$ cat src/cwd_pkg.sv
/*
 * config word decoder package: word selects, field positions, codes, timing constants.
 * assumes: a single system clock domain, non-volatile words presented at reset.
 */
package cwd_pkg;

    // ------------------------------------------------------------
    // widths and word selects
    // ------------------------------------------------------------
    localparam int unsigned WORD_W   = 24;
    localparam int unsigned NUM_WORDS = 3;
    localparam logic [1:0]  SEL_OSC   = 2'h0;
    localparam logic [1:0]  SEL_PROT  = 2'h1;
    localparam logic [1:0]  SEL_DSLP  = 2'h2;
    localparam logic [1:0]  SEL_ID    = 2'h3;

    // ------------------------------------------------------------
    // oscillator word fields
    // ------------------------------------------------------------
    localparam int unsigned OSC_INIT_LSB   = 8;
    localparam int unsigned OSC_LOCK1W_BIT = 4;
    localparam int unsigned OSC_BOROVR_BIT = 3;
    localparam int unsigned OSC_PRIM_LSB   = 0;

    // ------------------------------------------------------------
    // protection word fields
    // ------------------------------------------------------------
    localparam int unsigned PR_END_BIT    = 15;
    localparam int unsigned PR_CFG_BIT    = 14;
    localparam int unsigned PR_DIS_BIT    = 13;
    localparam int unsigned PR_BOR_BIT    = 12;
    localparam int unsigned PR_WIN_LSB    = 10;
    localparam int unsigned PR_SECONDARY_OSC_BIT   = 8;
    localparam int unsigned PR_VBOR_BIT   = 7;
    localparam int unsigned PR_PAGE_LSB   = 0;
    localparam int unsigned PAGE_W        = 7;

    // ------------------------------------------------------------
    // deep sleep word and identity word
    // ------------------------------------------------------------
    localparam int unsigned DS_POST_LSB  = 0;
    localparam int unsigned DS_POST_W    = 5;
    localparam int unsigned ID_FAM_LSB   = 8;
    localparam int unsigned ID_PART_LSB  = 0;
    localparam int unsigned UPPER_LSB    = 16;
    localparam logic [7:0]  UPPER_ONES   = 8'hFF;
    localparam logic [WORD_W-1:0] ERASED_WORD = 24'hFFFFFF;
    localparam logic [4:0]  DS_BASE_LOG2 = 5'h05;
    localparam logic [PAGE_W-1:0] PAGE_ZERO = 7'h00;

    // ------------------------------------------------------------
    // decoded enumerations
    // ------------------------------------------------------------
    typedef enum logic [2:0] {
        CLK_FRC        = 3'b000,
        CLK_FRC_PLL    = 3'b001,
        CLK_PRIMARY    = 3'b010,
        CLK_PRIM_PLL   = 3'b011,
        CLK_SECONDARY  = 3'b100,
        CLK_LOW_POWER_RC_OSC       = 3'b101,
        CLK_RESERVED   = 3'b110,
        CLK_FRC_DIV    = 3'b111
    } cwd_clk_t;

    typedef enum logic [1:0] {
        PRIM_EXT_CLOCK = 2'b00,
        PRIM_STD_XTAL  = 2'b01,
        PRIM_HS_XTAL   = 2'b10,
        PRIM_OFF       = 2'b11
    } cwd_prim_t;

    typedef enum logic [1:0] {
        ST_IDLE = 2'b00,
        ST_LOAD = 2'b01,
        ST_RUN  = 2'b10
    } cwd_state_t;

    // window open share in eighths of the watchdog period
    localparam logic [3:0] WIN_25   = 4'h2;
    localparam logic [3:0] WIN_37   = 4'h3;
    localparam logic [3:0] WIN_50   = 4'h4;
    localparam logic [3:0] WIN_75   = 4'h6;
    localparam logic [3:0] WIN_FULL = 4'h8;

    // ------------------------------------------------------------
    // timing
    // ------------------------------------------------------------
    localparam int unsigned CLK_MHZ     = 125;
    localparam int unsigned LOAD_NS     = 16;
    localparam int unsigned LOAD_CYCLES =
        ((LOAD_NS * CLK_MHZ + 999) / 1000 < 1) ? 1 : (LOAD_NS * CLK_MHZ + 999) / 1000;

endpackage

$ cat src/cwd_decoder.sv
/*
 * configuration word decoder: latches packed words at reset, decodes settings,
 * answers table reads of the three words and the identity word.
 * assumes: non-volatile words are stable while a load runs after reset release.
 */
`timescale 1ns/100ps

// Overview of operation
// - initial oscillator code picks start-up clock; 110 is reserved
// - one-way option lets pin lock set once; maps then refuse writes
// - brown-out active only when both enables are 11; mixed reserved
// - primary oscillator code: off, high-speed, standard crystal, external clock
// - end-page bit picks segment above or below the boundary page
// - config page protect at 0 guards last page when protection on
// - segment protect disable at 1 turns segmented protection off
// - config page protected when end-page set or boundary hits it
// - boundary page field counts pages of 256 instruction words
// - window width code sets open share: 25, 37.5, 50, 75 percent
// - secondary select: crystal circuit at 1, digital clock input at 0
// - battery brown-out detector follows its enable bit
// - deep-sleep postscaler doubles per code, from 1:32 upward
// - upper byte of every configuration word reads all ones
// - fields are program-once and read one when unprogrammed
// - every reset reloads configuration words from non-volatile memory
// - early windowed watchdog clear resets; in-window clear restarts count
// - identity word holds family id in 15:8, part id in 7:0
module cwd_decoder #(
    parameter logic [7:0]  FAMILY_ID  = 8'h5A, // arbitrary value
    parameter logic [7:0]  PART_ID    = 8'hA5, // arbitrary value
    parameter logic [6:0]  LAST_PAGE  = 7'h57,
    parameter int unsigned WDOG_CNT_W = 16
) (
    // clock and reset
    input  wire logic                           CLOCK,
    input  wire logic                           RESETN,
    // non-volatile configuration words
    input  wire logic [cwd_pkg::WORD_W-1:0]     NV_OSC_WORD,
    input  wire logic [cwd_pkg::WORD_W-1:0]     NV_PROT_WORD,
    input  wire logic [cwd_pkg::WORD_W-1:0]     NV_DSLP_WORD,
    // table-access read path
    input  wire logic                           TBL_RD,
    input  wire logic [1:0]                     TBL_SEL,
    output logic [cwd_pkg::WORD_W-1:0]          TBL_DATA,
    output logic                                TBL_VALID,
    // decoded oscillator settings
    output logic [2:0]                          INITIAL_OSC_SELECT,
    output logic [1:0]                          PRIMARY_OSC_MODE,
    output logic                                SECONDARY_OSC_XTAL,
    output logic                                SECONDARY_CLOCK_INPUT,
    output logic                                CONFIG_READY,
    // brown-out
    output logic                                BROWNOUT_ACTIVE,
    output logic                                BROWNOUT_RESERVED,
    output logic                                BATTERY_BROWNOUT_ENABLE,
    input  wire logic                           DEEP_SLEEP,
    output logic                                BROWNOUT_DETECT_EN,
    // write protection check
    input  wire logic [6:0]                     WR_PAGE,
    input  wire logic                           WR_CONFIG_PAGE,
    output logic                                WR_PROTECTED,
    // watchdog window
    output logic [3:0]                          WATCHDOG_WINDOW_EIGHTHS,
    input  wire logic                           WINDOW_MODE,
    input  wire logic [WDOG_CNT_W-1:0]          WDOG_COUNT,
    input  wire logic [WDOG_CNT_W-1:0]          WDOG_PERIOD,
    input  wire logic                           WATCHDOG_CLEAR_INSTR,
    output logic                                WDOG_RESTART,
    output logic                                WDOG_EARLY_RESET,
    // deep sleep
    output logic [5:0]                          DEEP_SLEEP_WDOG_LOG2_DIV,
    // pin-select lock
    input  wire logic                           PIN_UNLOCKED,
    input  wire logic                           PIN_LOCK_SET,
    input  wire logic                           PIN_LOCK_CLR,
    input  wire logic                           PIN_MAP_WR,
    output logic                                PIN_SELECT_LOCK,
    output logic                                PIN_MAP_WR_OK
);
    localparam int unsigned W  = cwd_pkg::WORD_W;
    localparam int unsigned LC = cwd_pkg::LOAD_CYCLES;
    localparam int unsigned LW = (LC < 2) ? 1 : $clog2(LC + 1);

    // ------------------------------------------------------------
    // state
    // ------------------------------------------------------------
    typedef struct packed {
        cwd_pkg::cwd_state_t state;
        logic [LW-1:0]       wait_cnt;
        logic [W-1:0]        osc_word;
        logic [W-1:0]        prot_word;
        logic [W-1:0]        dslp_word;
        logic [W-1:0]        rd_data;
        logic                rd_valid;
    } cwd_st_t;

    cwd_st_t st_q;
    cwd_st_t st_d;

    logic [W-1:0] nv_words  [cwd_pkg::NUM_WORDS];
    logic [W-1:0] cfg_words [cwd_pkg::NUM_WORDS];
    logic [W-1:0] load_words[cwd_pkg::NUM_WORDS];

    assign nv_words[0] = NV_OSC_WORD;
    assign nv_words[1] = NV_PROT_WORD;
    assign nv_words[2] = NV_DSLP_WORD;
    assign cfg_words[0] = st_q.osc_word;
    assign cfg_words[1] = st_q.prot_word;
    assign cfg_words[2] = st_q.dslp_word;

    // unimplemented upper byte forced to ones on load
    genvar gi;
    generate
        for (gi = 0; gi < cwd_pkg::NUM_WORDS; gi++)
        begin : g_load
            assign load_words[gi] = {cwd_pkg::UPPER_ONES,
                                     nv_words[gi][cwd_pkg::UPPER_LSB-1:0]};
        end
    endgenerate

    // ------------------------------------------------------------
    // load sequence and table read
    // ------------------------------------------------------------
    always_comb
    begin
        st_d          = st_q;
        st_d.rd_valid = 1'b0;
        case (st_q.state)
            cwd_pkg::ST_IDLE:
            begin
                st_d.state    = cwd_pkg::ST_LOAD;
                st_d.wait_cnt = '0;
            end
            cwd_pkg::ST_LOAD:
            begin
                // sample after a settle time; apart from reset, words only change here
                if (st_q.wait_cnt == LW'(LC - 1))
                begin
                    st_d.osc_word  = load_words[0];
                    st_d.prot_word = load_words[1];
                    st_d.dslp_word = load_words[2];
                    st_d.state     = cwd_pkg::ST_RUN;
                end
                else
                    st_d.wait_cnt = st_q.wait_cnt + LW'(1);
            end
            cwd_pkg::ST_RUN:
            begin
                if (TBL_RD)
                begin
                    st_d.rd_valid = 1'b1;
                    if (TBL_SEL == cwd_pkg::SEL_OSC)
                        st_d.rd_data = cfg_words[0];
                    else if (TBL_SEL == cwd_pkg::SEL_PROT)
                        st_d.rd_data = cfg_words[1];
                    else if (TBL_SEL == cwd_pkg::SEL_DSLP)
                        st_d.rd_data = cfg_words[2];
                    else
                        st_d.rd_data = {cwd_pkg::UPPER_ONES, FAMILY_ID, PART_ID};
                end
            end
            default:
                st_d.state = cwd_pkg::ST_IDLE;
        endcase
    end

    // erased words read as ones until the first load
    always_ff @(posedge CLOCK or negedge RESETN)
    begin
        if (!RESETN)
        begin
            st_q           <= '0;
            st_q.state     <= cwd_pkg::ST_IDLE;
            st_q.osc_word  <= cwd_pkg::ERASED_WORD;
            st_q.prot_word <= cwd_pkg::ERASED_WORD;
            st_q.dslp_word <= cwd_pkg::ERASED_WORD;
        end
        else
            st_q <= st_d;
    end

    assign TBL_DATA     = st_q.rd_data;
    assign TBL_VALID    = st_q.rd_valid;
    assign CONFIG_READY = (st_q.state == cwd_pkg::ST_RUN);

    // ------------------------------------------------------------
    // oscillator decode
    // ------------------------------------------------------------
    logic [2:0] osc_code;
    logic       bor_main;
    logic       bor_ovr;

    always_comb
    begin
        osc_code = st_q.osc_word[cwd_pkg::OSC_INIT_LSB +: 3];
        // a reserved code falls back to fast rc so the core still starts
        if (osc_code == cwd_pkg::CLK_RESERVED)
            INITIAL_OSC_SELECT = cwd_pkg::CLK_FRC;
        else
            INITIAL_OSC_SELECT = osc_code;
    end

    assign PRIMARY_OSC_MODE      = st_q.osc_word[cwd_pkg::OSC_PRIM_LSB +: 2];
    assign SECONDARY_OSC_XTAL    = st_q.prot_word[cwd_pkg::PR_SECONDARY_OSC_BIT];
    assign SECONDARY_CLOCK_INPUT = !st_q.prot_word[cwd_pkg::PR_SECONDARY_OSC_BIT];

    // ------------------------------------------------------------
    // brown-out
    // ------------------------------------------------------------
    assign bor_main = st_q.prot_word[cwd_pkg::PR_BOR_BIT];
    assign bor_ovr  = st_q.osc_word[cwd_pkg::OSC_BOROVR_BIT];
    // mixed pairs treated as off; makes them a programming fault
    assign BROWNOUT_ACTIVE         = bor_main && bor_ovr;
    assign BROWNOUT_RESERVED       = bor_main ^ bor_ovr;
    assign BROWNOUT_DETECT_EN      = bor_main && bor_ovr && !DEEP_SLEEP;
    assign BATTERY_BROWNOUT_ENABLE = st_q.prot_word[cwd_pkg::PR_VBOR_BIT];

    // ------------------------------------------------------------
    // segmented write protection
    // ------------------------------------------------------------
    logic             end_sel;
    logic             cfg_prot_n;
    logic             seg_dis;
    logic [6:0]       bound;
    logic             in_seg;
    logic             cfg_page_hit;

    always_comb
    begin
        end_sel    = st_q.prot_word[cwd_pkg::PR_END_BIT];
        cfg_prot_n = st_q.prot_word[cwd_pkg::PR_CFG_BIT];
        seg_dis    = st_q.prot_word[cwd_pkg::PR_DIS_BIT];
        bound      = st_q.prot_word[cwd_pkg::PR_PAGE_LSB +: cwd_pkg::PAGE_W];
        if (end_sel)
            in_seg = (WR_PAGE >= bound);
        else
            in_seg = (WR_PAGE >= cwd_pkg::PAGE_ZERO) && (WR_PAGE <= bound);
        // last page holds the config words
        cfg_page_hit = WR_CONFIG_PAGE || (WR_PAGE == LAST_PAGE);
        WR_PROTECTED = 1'b0;
        if (!seg_dis)
        begin
            if (in_seg && !WR_CONFIG_PAGE)
                WR_PROTECTED = 1'b1;
            if (cfg_page_hit && !cfg_prot_n)
                WR_PROTECTED = 1'b1;
            if (cfg_page_hit && (end_sel || bound == LAST_PAGE))
                WR_PROTECTED = 1'b1;
        end
    end

    // ------------------------------------------------------------
    // watchdog window and deep-sleep postscaler
    // ------------------------------------------------------------
    always_comb
    begin
        case (st_q.prot_word[cwd_pkg::PR_WIN_LSB +: 2])
            2'b11:   WATCHDOG_WINDOW_EIGHTHS = cwd_pkg::WIN_25;
            2'b10:   WATCHDOG_WINDOW_EIGHTHS = cwd_pkg::WIN_37;
            2'b01:   WATCHDOG_WINDOW_EIGHTHS = cwd_pkg::WIN_50;
            default: WATCHDOG_WINDOW_EIGHTHS = cwd_pkg::WIN_75;
        endcase
    end

    // divide ratio as a power of two: code 0 is 2^5 = 1:32
    assign DEEP_SLEEP_WDOG_LOG2_DIV =
        6'(st_q.dslp_word[cwd_pkg::DS_POST_LSB +: cwd_pkg::DS_POST_W])
        + 6'(cwd_pkg::DS_BASE_LOG2);

    cwd_wdog_window #(
        .CNT_W        (WDOG_CNT_W)
    ) u_win (
        .clk          (CLOCK),
        .rst_n        (RESETN),
        .window_en    (WINDOW_MODE),
        .open_eighths (WATCHDOG_WINDOW_EIGHTHS),
        .count        (WDOG_COUNT),
        .period       (WDOG_PERIOD),
        .clear_req    (WATCHDOG_CLEAR_INSTR),
        .clear_ok     (WDOG_RESTART),
        .early_reset  (WDOG_EARLY_RESET)
    );

    // ------------------------------------------------------------
    // pin-select lock
    // ------------------------------------------------------------
    cwd_pin_lock u_lock (
        .clk          (CLOCK),
        .rst_n        (RESETN),
        .one_way      (st_q.osc_word[cwd_pkg::OSC_LOCK1W_BIT]),
        .unlocked     (PIN_UNLOCKED),
        .set_req      (PIN_LOCK_SET),
        .clr_req      (PIN_LOCK_CLR),
        .map_wr_req   (PIN_MAP_WR),
        .lock         (PIN_SELECT_LOCK),
        .map_wr_ok    (PIN_MAP_WR_OK)
    );
endmodule

$ cat src/cwd_pin_lock.sv
/*
 * pin-select lock keeper with one-way policy.
 * assumes: unlock sequence detection lives in the oscillator control block.
 */
`timescale 1ns/100ps
module cwd_pin_lock (
    // clock and reset
    input  wire logic clk,
    input  wire logic rst_n,
    // policy and software requests
    input  wire logic one_way,
    input  wire logic unlocked,
    input  wire logic set_req,
    input  wire logic clr_req,
    input  wire logic map_wr_req,
    // results
    output logic      lock,
    output logic      map_wr_ok
);
    typedef struct packed {
        logic lock;
        logic used;
    } cwd_lock_st_t;

    cwd_lock_st_t st_q;
    cwd_lock_st_t st_d;

    always_comb
    begin
        st_d = st_q;
        if (unlocked)
        begin
            if (set_req && !(one_way && st_q.used))
            begin
                st_d.lock = 1'b1;
                st_d.used = 1'b1;
            end
            else if (clr_req && !one_way)
                st_d.lock = 1'b0;
        end
    end

    always_ff @(posedge clk or negedge rst_n)
    begin
        if (!rst_n)
            st_q <= '0;
        else
            st_q <= st_d;
    end

    assign lock      = st_q.lock;
    assign map_wr_ok = map_wr_req && !st_q.lock && !(one_way && st_q.used);
endmodule

$ cat src/cwd_wdog_window.sv
/*
 * windowed watchdog clear checker.
 * assumes: period count and clear pulse come from the watchdog counter outside.
 */
`timescale 1ns/100ps
module cwd_wdog_window #(
    parameter int unsigned CNT_W = 16
) (
    // clock and reset
    input  wire logic             clk,
    input  wire logic             rst_n,
    // configuration
    input  wire logic             window_en,
    input  wire logic [3:0]       open_eighths,
    // watchdog state
    input  wire logic [CNT_W-1:0] count,
    input  wire logic [CNT_W-1:0] period,
    input  wire logic             clear_req,
    // results
    output logic                  clear_ok,
    output logic                  early_reset
);
    typedef struct packed {
        logic early;
    } cwd_win_st_t;

    cwd_win_st_t st_q;
    cwd_win_st_t st_d;
    logic [CNT_W+3:0] closed_len;
    logic [CNT_W+3:0] scaled_cnt;
    logic             in_window;

    // window sits at the end of the period; compare in eighths to avoid a divider
    always_comb
    begin
        closed_len = (CNT_W+4)'(period) * (CNT_W+4)'(cwd_pkg::WIN_FULL - open_eighths);
        scaled_cnt = (CNT_W+4)'(count) * (CNT_W+4)'(cwd_pkg::WIN_FULL);
        in_window  = !window_en || (scaled_cnt >= closed_len);
        st_d.early = clear_req && !in_window;
        clear_ok   = clear_req && in_window;
    end

    always_ff @(posedge clk or negedge rst_n)
    begin
        if (!rst_n)
            st_q <= '0;
        else
            st_q <= st_d;
    end

    assign early_reset = st_q.early;
endmodule
$ cat config.mk
export PLATFORM = sky130hd
export DESIGN_NAME = cwd_decoder
export DESIGN_NICKNAME = d
export VERILOG_FILES = /design/src/cwd_pkg.sv /design/src/cwd_decoder.sv /design/src/cwd_pin_lock.sv /design/src/cwd_wdog_window.sv
export SDC_FILE = /design/constraint.sdc
export NUM_CORES = 1
export LEC_CHECK = 0
export BUFFER_PORTS_ARGS = -buffer_cell sky130_fd_sc_hd__clkbuf_2
export CORE_MARGIN = 4
export CORE_UTILIZATION = 40
export CTS_CLUSTER_SIZE = 16
export DETAILED_ROUTE_END_ITERATION = 7
export GPL_ROUTABILITY_DRIVEN = 0
export PLACE_DENSITY = 0.73
export SLEW_MARGIN = 20
export SYNTH_ARGS = -nofsm -noshare
export SYNTH_HDL_FRONTEND = slang
export SYNTH_SLANG_ARGS = --single-unit
$ cat constraint.sdc
create_clock -name CLOCK -period 12.9 [get_ports CLOCK]
set_input_delay 2.58 -clock CLOCK [delete_from_list [all_inputs] [get_ports CLOCK]]
set_output_delay 2.58 -clock CLOCK [all_outputs]
set_load 0.02 [all_outputs]
==> results.cfg, run 1 <==
[placement]
port-buffer-count = 150
place_inst = 1008
place_hpwl_um = 12500

[power]
p_per_area_mw_per_mm2 = 102
power.total_uw = 810
p_leak_nw = 4.08
ir_drop_uv = 73.4

[cts]
cts_made_buffers = 9
cts_tree = done
cts_setup_buffers = 0
htreeDepth = 3
clock-sinks = 73
insertion_delay_ns = 0.33
clk_path_buf_depth = 2
cts_hold_buf = 0
clockRootBuffer = clkbuf_16
clkSlewWorstSetupHoldPaths_ns = 0.06
cts_resized = 0

[synthesis]
async_flop_share_pct = 100
ys_ff_latch = 73
synth_area_leaders = ha_1, dfstp_2, mux2_2, dfrtp_1, fa_1
ys.warnings.count = 0
synth_nets = 951
synth_edf_count = 0
synth_area_per_cell_um2 = 10.1
netlist_area_mm2 = 0.00687
synth_top_area_share_pct = 21.8
synth_flop_cell = dfstp_2
yosysTopAreaCell = ha_1
ys_seq_area_share_pct = 27.5
synthCells = 681
ys_types = 60

[floorplanning]
die_w_um = 139
core_mm2 = 0.0167
num_io_pins = 176
initial_core_util_pct = 41.2
die-area_mm2 = 0.0193
fp.dieH_um = 139
rows = 47

[flow_run]
cap_violations = 0

[layout]
nNetsFinal = 1069
final_util_pct = 47.6
n_antenna_cell = 0
fin_cells = 1024
final_cell_mix = clkbuf_2, ha_1, inv_1
final_common_cell = clkbuf_2
area_growth_pct = 15.5
drive_gt1_share_pct = 34.8

[timing]
finalSetupViolations = 0
post-route-period-util_pct = 89.2
tightest_slew_ns = 0.918
fmax_ghz = 0.0869
slew_violations = 0
rsz0062_at_grt = no
holdWs_ns = 0.467
finClkSkew_ns = 0.00944
min_period_ns = 11.51
finalHoldViolCount = 0
setup-tns-final_ns = 0
slew_headroom_pct = 38.8

[critical_path]
crit_arrival_ns = 8.93
start_kind = primary input
end_kind = output port
critical_path.max_fanout = 4
worst_r2r_path_depth = 28
cpMostUsedCell = ha_1
cp_data_required_time_ns = 10.32
worst_path_max_delay_cell = fa_1
critical_path_class = in2out
worst_path_largest_cell_delay_ns = 0.54

[global_route]
grt_use_met3_pct = 3.69
grt_pass1_wl_um = 25300
top_usage_layer = met2
track_usage_pct = 15.7
antenna_found_initial = 0
grt_pass1_vias = 5213
overflow = 0
grt_use_met2_pct = 25.7
grt_max_degree = 74
use_met1_pct = 21.5

[drt]
drtAntennaViolNets = 0
num_vias = 5130
vias_per_cell = 5.01
wl_um = 14900
drt_iter0_drc = 153
drt_first_pass_iters = 6
drc = 0
wire_per_inst_um = 14.5

[status]
status = complete, no violations

[worst_hold_path]
holdPathStages = 1
hp-class = reg2reg
per-layer routing:
metal  part of all wire (%)  vias up
li1                       -     2563
met1                     46     2423
met2                     47      134
met3                    6.0       10
met4                    1.1        0
met5                      0        -
where the power goes:
group | leakage, nW | total (mW) | switching, mW | internal [mW]
sequential | 0.801 | 0.260 | 0.0103 | 0.250
clock | 0.142 | 0.238 | 0.0956 | 0.143
combinational | 3.14 | 0.312 | 0.174 | 0.138
total | 4.08 | 0.810 | 0.280 | 0.530
through the flow:
step           setup slack, ns  instance area (µm²)
5_1_grt                  0.985                 7940
3_3_place_gp              1.43                 7640
4_1_cts                   1.37                 7940
3_5_place_dp              1.42                 7650
2_1_floorplan             2.19                 6870
6_report                  1.39                 7940
kinds of logic (layout without fill, tap and decap cells):
| kind of cell | after synthesis | count (layout) | synth area share [%] |
|---|---|---|---|
| other cells | 1 | 1 | 0.0546 |
| mux | 65 | 65 | 10.5 |
| flops | 73 | 73 | 27.5 |
| fa+ha+maj | 146 | 146 | 29.4 |
| compound gates | 111 | 111 | 10.7 |
| xor+xnor | 16 | 16 | 2.04 |
| simple gates | 155 | 155 | 12.1 |
| buf+inv | 114 | 237 | 7.74 |
final timing paths:
check	slack, ns	startpoint	end
min	0.47	u_lock.st_q[0]	u_lock.st_q[0]
max in group asynchronous	9.94	RESETN	u_lock.lock
max	1.39	WDOG_PERIOD[9]	WDOG_RESTART
min in group asynchronous	2.36	RESETN	TBL_DATA[7]
max reg2reg	4.93	cfg_words[34]	u_win.early_reset
min reg2reg	0.47	u_lock.st_q[0]	u_lock.st_q[0]
area by class of cell:
class	count	area, µm²
Tap cell	220	275
Multi-Input combinational cell	494	4450
Inverter	68	255
Timing Repair Buffer	153	779
Clock buffer	11	254
Sequential cell	73	1890
Clock inverter	5	36.3
Fill cell	1605	8760
critical path, delay by kind of cell:
kind	cells	cell delay (ns)
compound gates	9	2.09
fa+ha+maj	8	2.97
buf+inv	5	0.44
simple gates	3	0.83
flip-flops by register name, summed over array words and instances (netlist names), 2 cells and up:
signal	count
PRIMARY_OSC_MODE	2
TBL_DATA	17
bound	7
cfg_words	34
st_q	4
cell usage after synthesis, drive strengths merged, types with 2 or more instances:
master and n:
a211oi 5, or4b 2, dfrtp 25, a21boi 4, buf 33, nor2 21
nor2b 29, nand2b 14, a211o 2, o22ai 8, a31oi 2, mux2i 9
o31ai 2, o21a 4, xor2 6, dfstp 48, o21ai 27, o21bai 5
nand3 3, a21oi 30, nand2 42, and2 23, o311ai 2, nor3 6
mux2 56, a22o 2, ha 120, a21o 7, clkbuf 13, fa 26
inv 68, o41ai 3, nand3b 3, xnor2 10, nand4 4
No activity file was read; power rests on OpenSTA's default activity.
==> run 2: changes to the inputs <==
- BUFFER_PORTS_ARGS: -buffer_cell sky130_fd_sc_hd__clkbuf_2 -> -buffer_cell sky130_fd_sc_hd__buf_2
==> results.cfg, run 2 (synthesis gave the netlist of run 1 again) <==
[global_route]
grt_pass1_wl_um = 25500
track_usage_pct = 15.9
grt_max_degree = 74
antenna_found_initial = 1
grt_pass1_vias = 5173
overflow = 0

[timing]
finalSetupViolations = 0
min_period_ns = 11.57
slew_violations = 0
tightest_slew_ns = 1.04
finalHoldViolCount = 0
rsz0062_at_grt = no
fin_ws_ns = 1.33
slew_headroom_pct = 30.8
fmax_ghz = 0.0864
finClkSkew_ns = 0.00523
post-route-period-util_pct = 89.7
setup-tns-final_ns = 0

[layout]
final_cell_mix = buf_2, ha_1, inv_1
final_common_cell = buf_2
largest_reg_flops = 34
area_growth_pct = 15.5
n_antenna_cell = 0
fin_cells = 1024
nNetsFinal = 1069
drive_gt1_share_pct = 34.8

[drt]
drt_iter0_drc = 178
num_vias = 5060
drtAntennaViolNets = 0
wl_um = 15000
vias_per_cell = 4.94
drt_first_pass_iters = 4
drc = 0
wire_per_inst_um = 14.6

[floorplanning]
initial_core_util_pct = 41.2
die-area_mm2 = 0.0193
fp.dieH_um = 139
core_mm2 = 0.0167
die_w_um = 139
rows = 47
num_io_pins = 176

[placement]
pre_cts_slack_ns = 1.42
port-buffer-count = 150
place_hpwl_um = 12400
place_inst = 1008

[flow_run]
cap_violations = 0

[status]
status = complete, no violations

[cts]
clkSlewWorstSetupHoldPaths_ns = 0.06
cts_made_buffers = 9
cts_resized = 0
cts_tree = done
clockRootBuffer = clkbuf_16
clk_path_buf_depth = 2
cts_hold_buf = 0
clock-sinks = 73
insertion_delay_ns = 0.33
htreeDepth = 3
cts_setup_buffers = 0

[power]
p_per_area_mw_per_mm2 = 103
pwr-share-seq_pct = 31.8
switching_share_pct = 34.9
p_leak_nw = 4.04
p_comb_share_pct = 38.4
p_int_uw = 531
ir_drop_uv = 65.5
power.total_uw = 815
pwr-share-clk_pct = 29.8
switchingPower_uw = 284

[critical_path]
critical_path_class = in2out
end_kind = output port
cp_data_required_time_ns = 10.32
critical_path.max_fanout = 4
crit_arrival_ns = 8.99
start_kind = primary input

[worst_hold_path]
hp-class = reg2reg
run 2: worst max-delay path, stage by stage:
cell and delay [ns]:
buf_2 0.12, nor2b_1 0.14, fa_1 0.45, ha_1 0.29, ha_1 0.27, inv_1 0.05
fa_1 0.53, inv_1 0.06, fa_1 0.47, ha_1 0.30, ha_1 0.35, a21o_1 0.20
a21oi_2 0.20, inv_1 0.07, o311ai_2 0.34, or4b_1 0.46, o311a_1 0.14, ha_1 0.29
a211o_1 0.29, a21oi_1 0.18, o21ai_0 0.12, o41ai_1 0.57, a32oi_1 0.13, and3_1 0.22
buf_2 0.15
run 2: area by class of cell:
| cell class | count | area (µm²) |
|---|---|---|
| fill | 1631 | 8770 |
| multi-input combinational | 494 | 4450 |
| sequential | 73 | 1890 |
| timing repair buffer | 153 | 773 |
| tap | 220 | 275 |
| inverter | 68 | 255 |
| clock buffer | 11 | 254 |
| clock inverter | 5 | 36.3 |
run 2: metrics by stage:
stage	hold slack, ns	area, µm²	util (%)
after floorplan	0.428	6870	-
final	0.468	7940	47.5
after detailed placement	0.452	7640	45.8
after CTS	0.476	7940	47.5
after global placement	0.451	7640	45.8
after global routing	0.499	7940	47.5
run 2: worst paths after layout:
kind | from | end | slack [ns] | cells past startpoint
max | WDOG_PERIOD[9] | WDOG_RESTART | 1.33 | 25
min | TBL_DATA[1] | TBL_DATA[1] | 0.47 | 2
max reg2reg | cfg_words[34] | u_win.early_reset | 4.88 | 28
min reg2reg | TBL_DATA[1] | TBL_DATA[1] | 0.47 | 2
max in group asynchronous | RESETN | st_q[100] | 9.85 | 2
min in group asynchronous | RESETN | TBL_DATA[0] | 2.43 | 2
run 2: power by group through the flow:
stage / registers, mW / logic [mW] / clock network (mW)
after detailed placement: 0.263 / 0.316 / 0
after floorplan: 0.261 / 0.239 / 0
after global placement: 0.262 / 0.307 / 0
after global routing: 0.262 / 0.366 / 0.260
after CTS: 0.260 / 0.318 / 0.249
final: 0.260 / 0.313 / 0.243
run 2: metal layers:
layer / GRT usage [%] / share of wire [%]
met1: 22.1 / 48
met2: 25.7 / 46
met3: 3.24 / 4.5
met4: 3.40 / 1.0
met5: 0 / 0.13
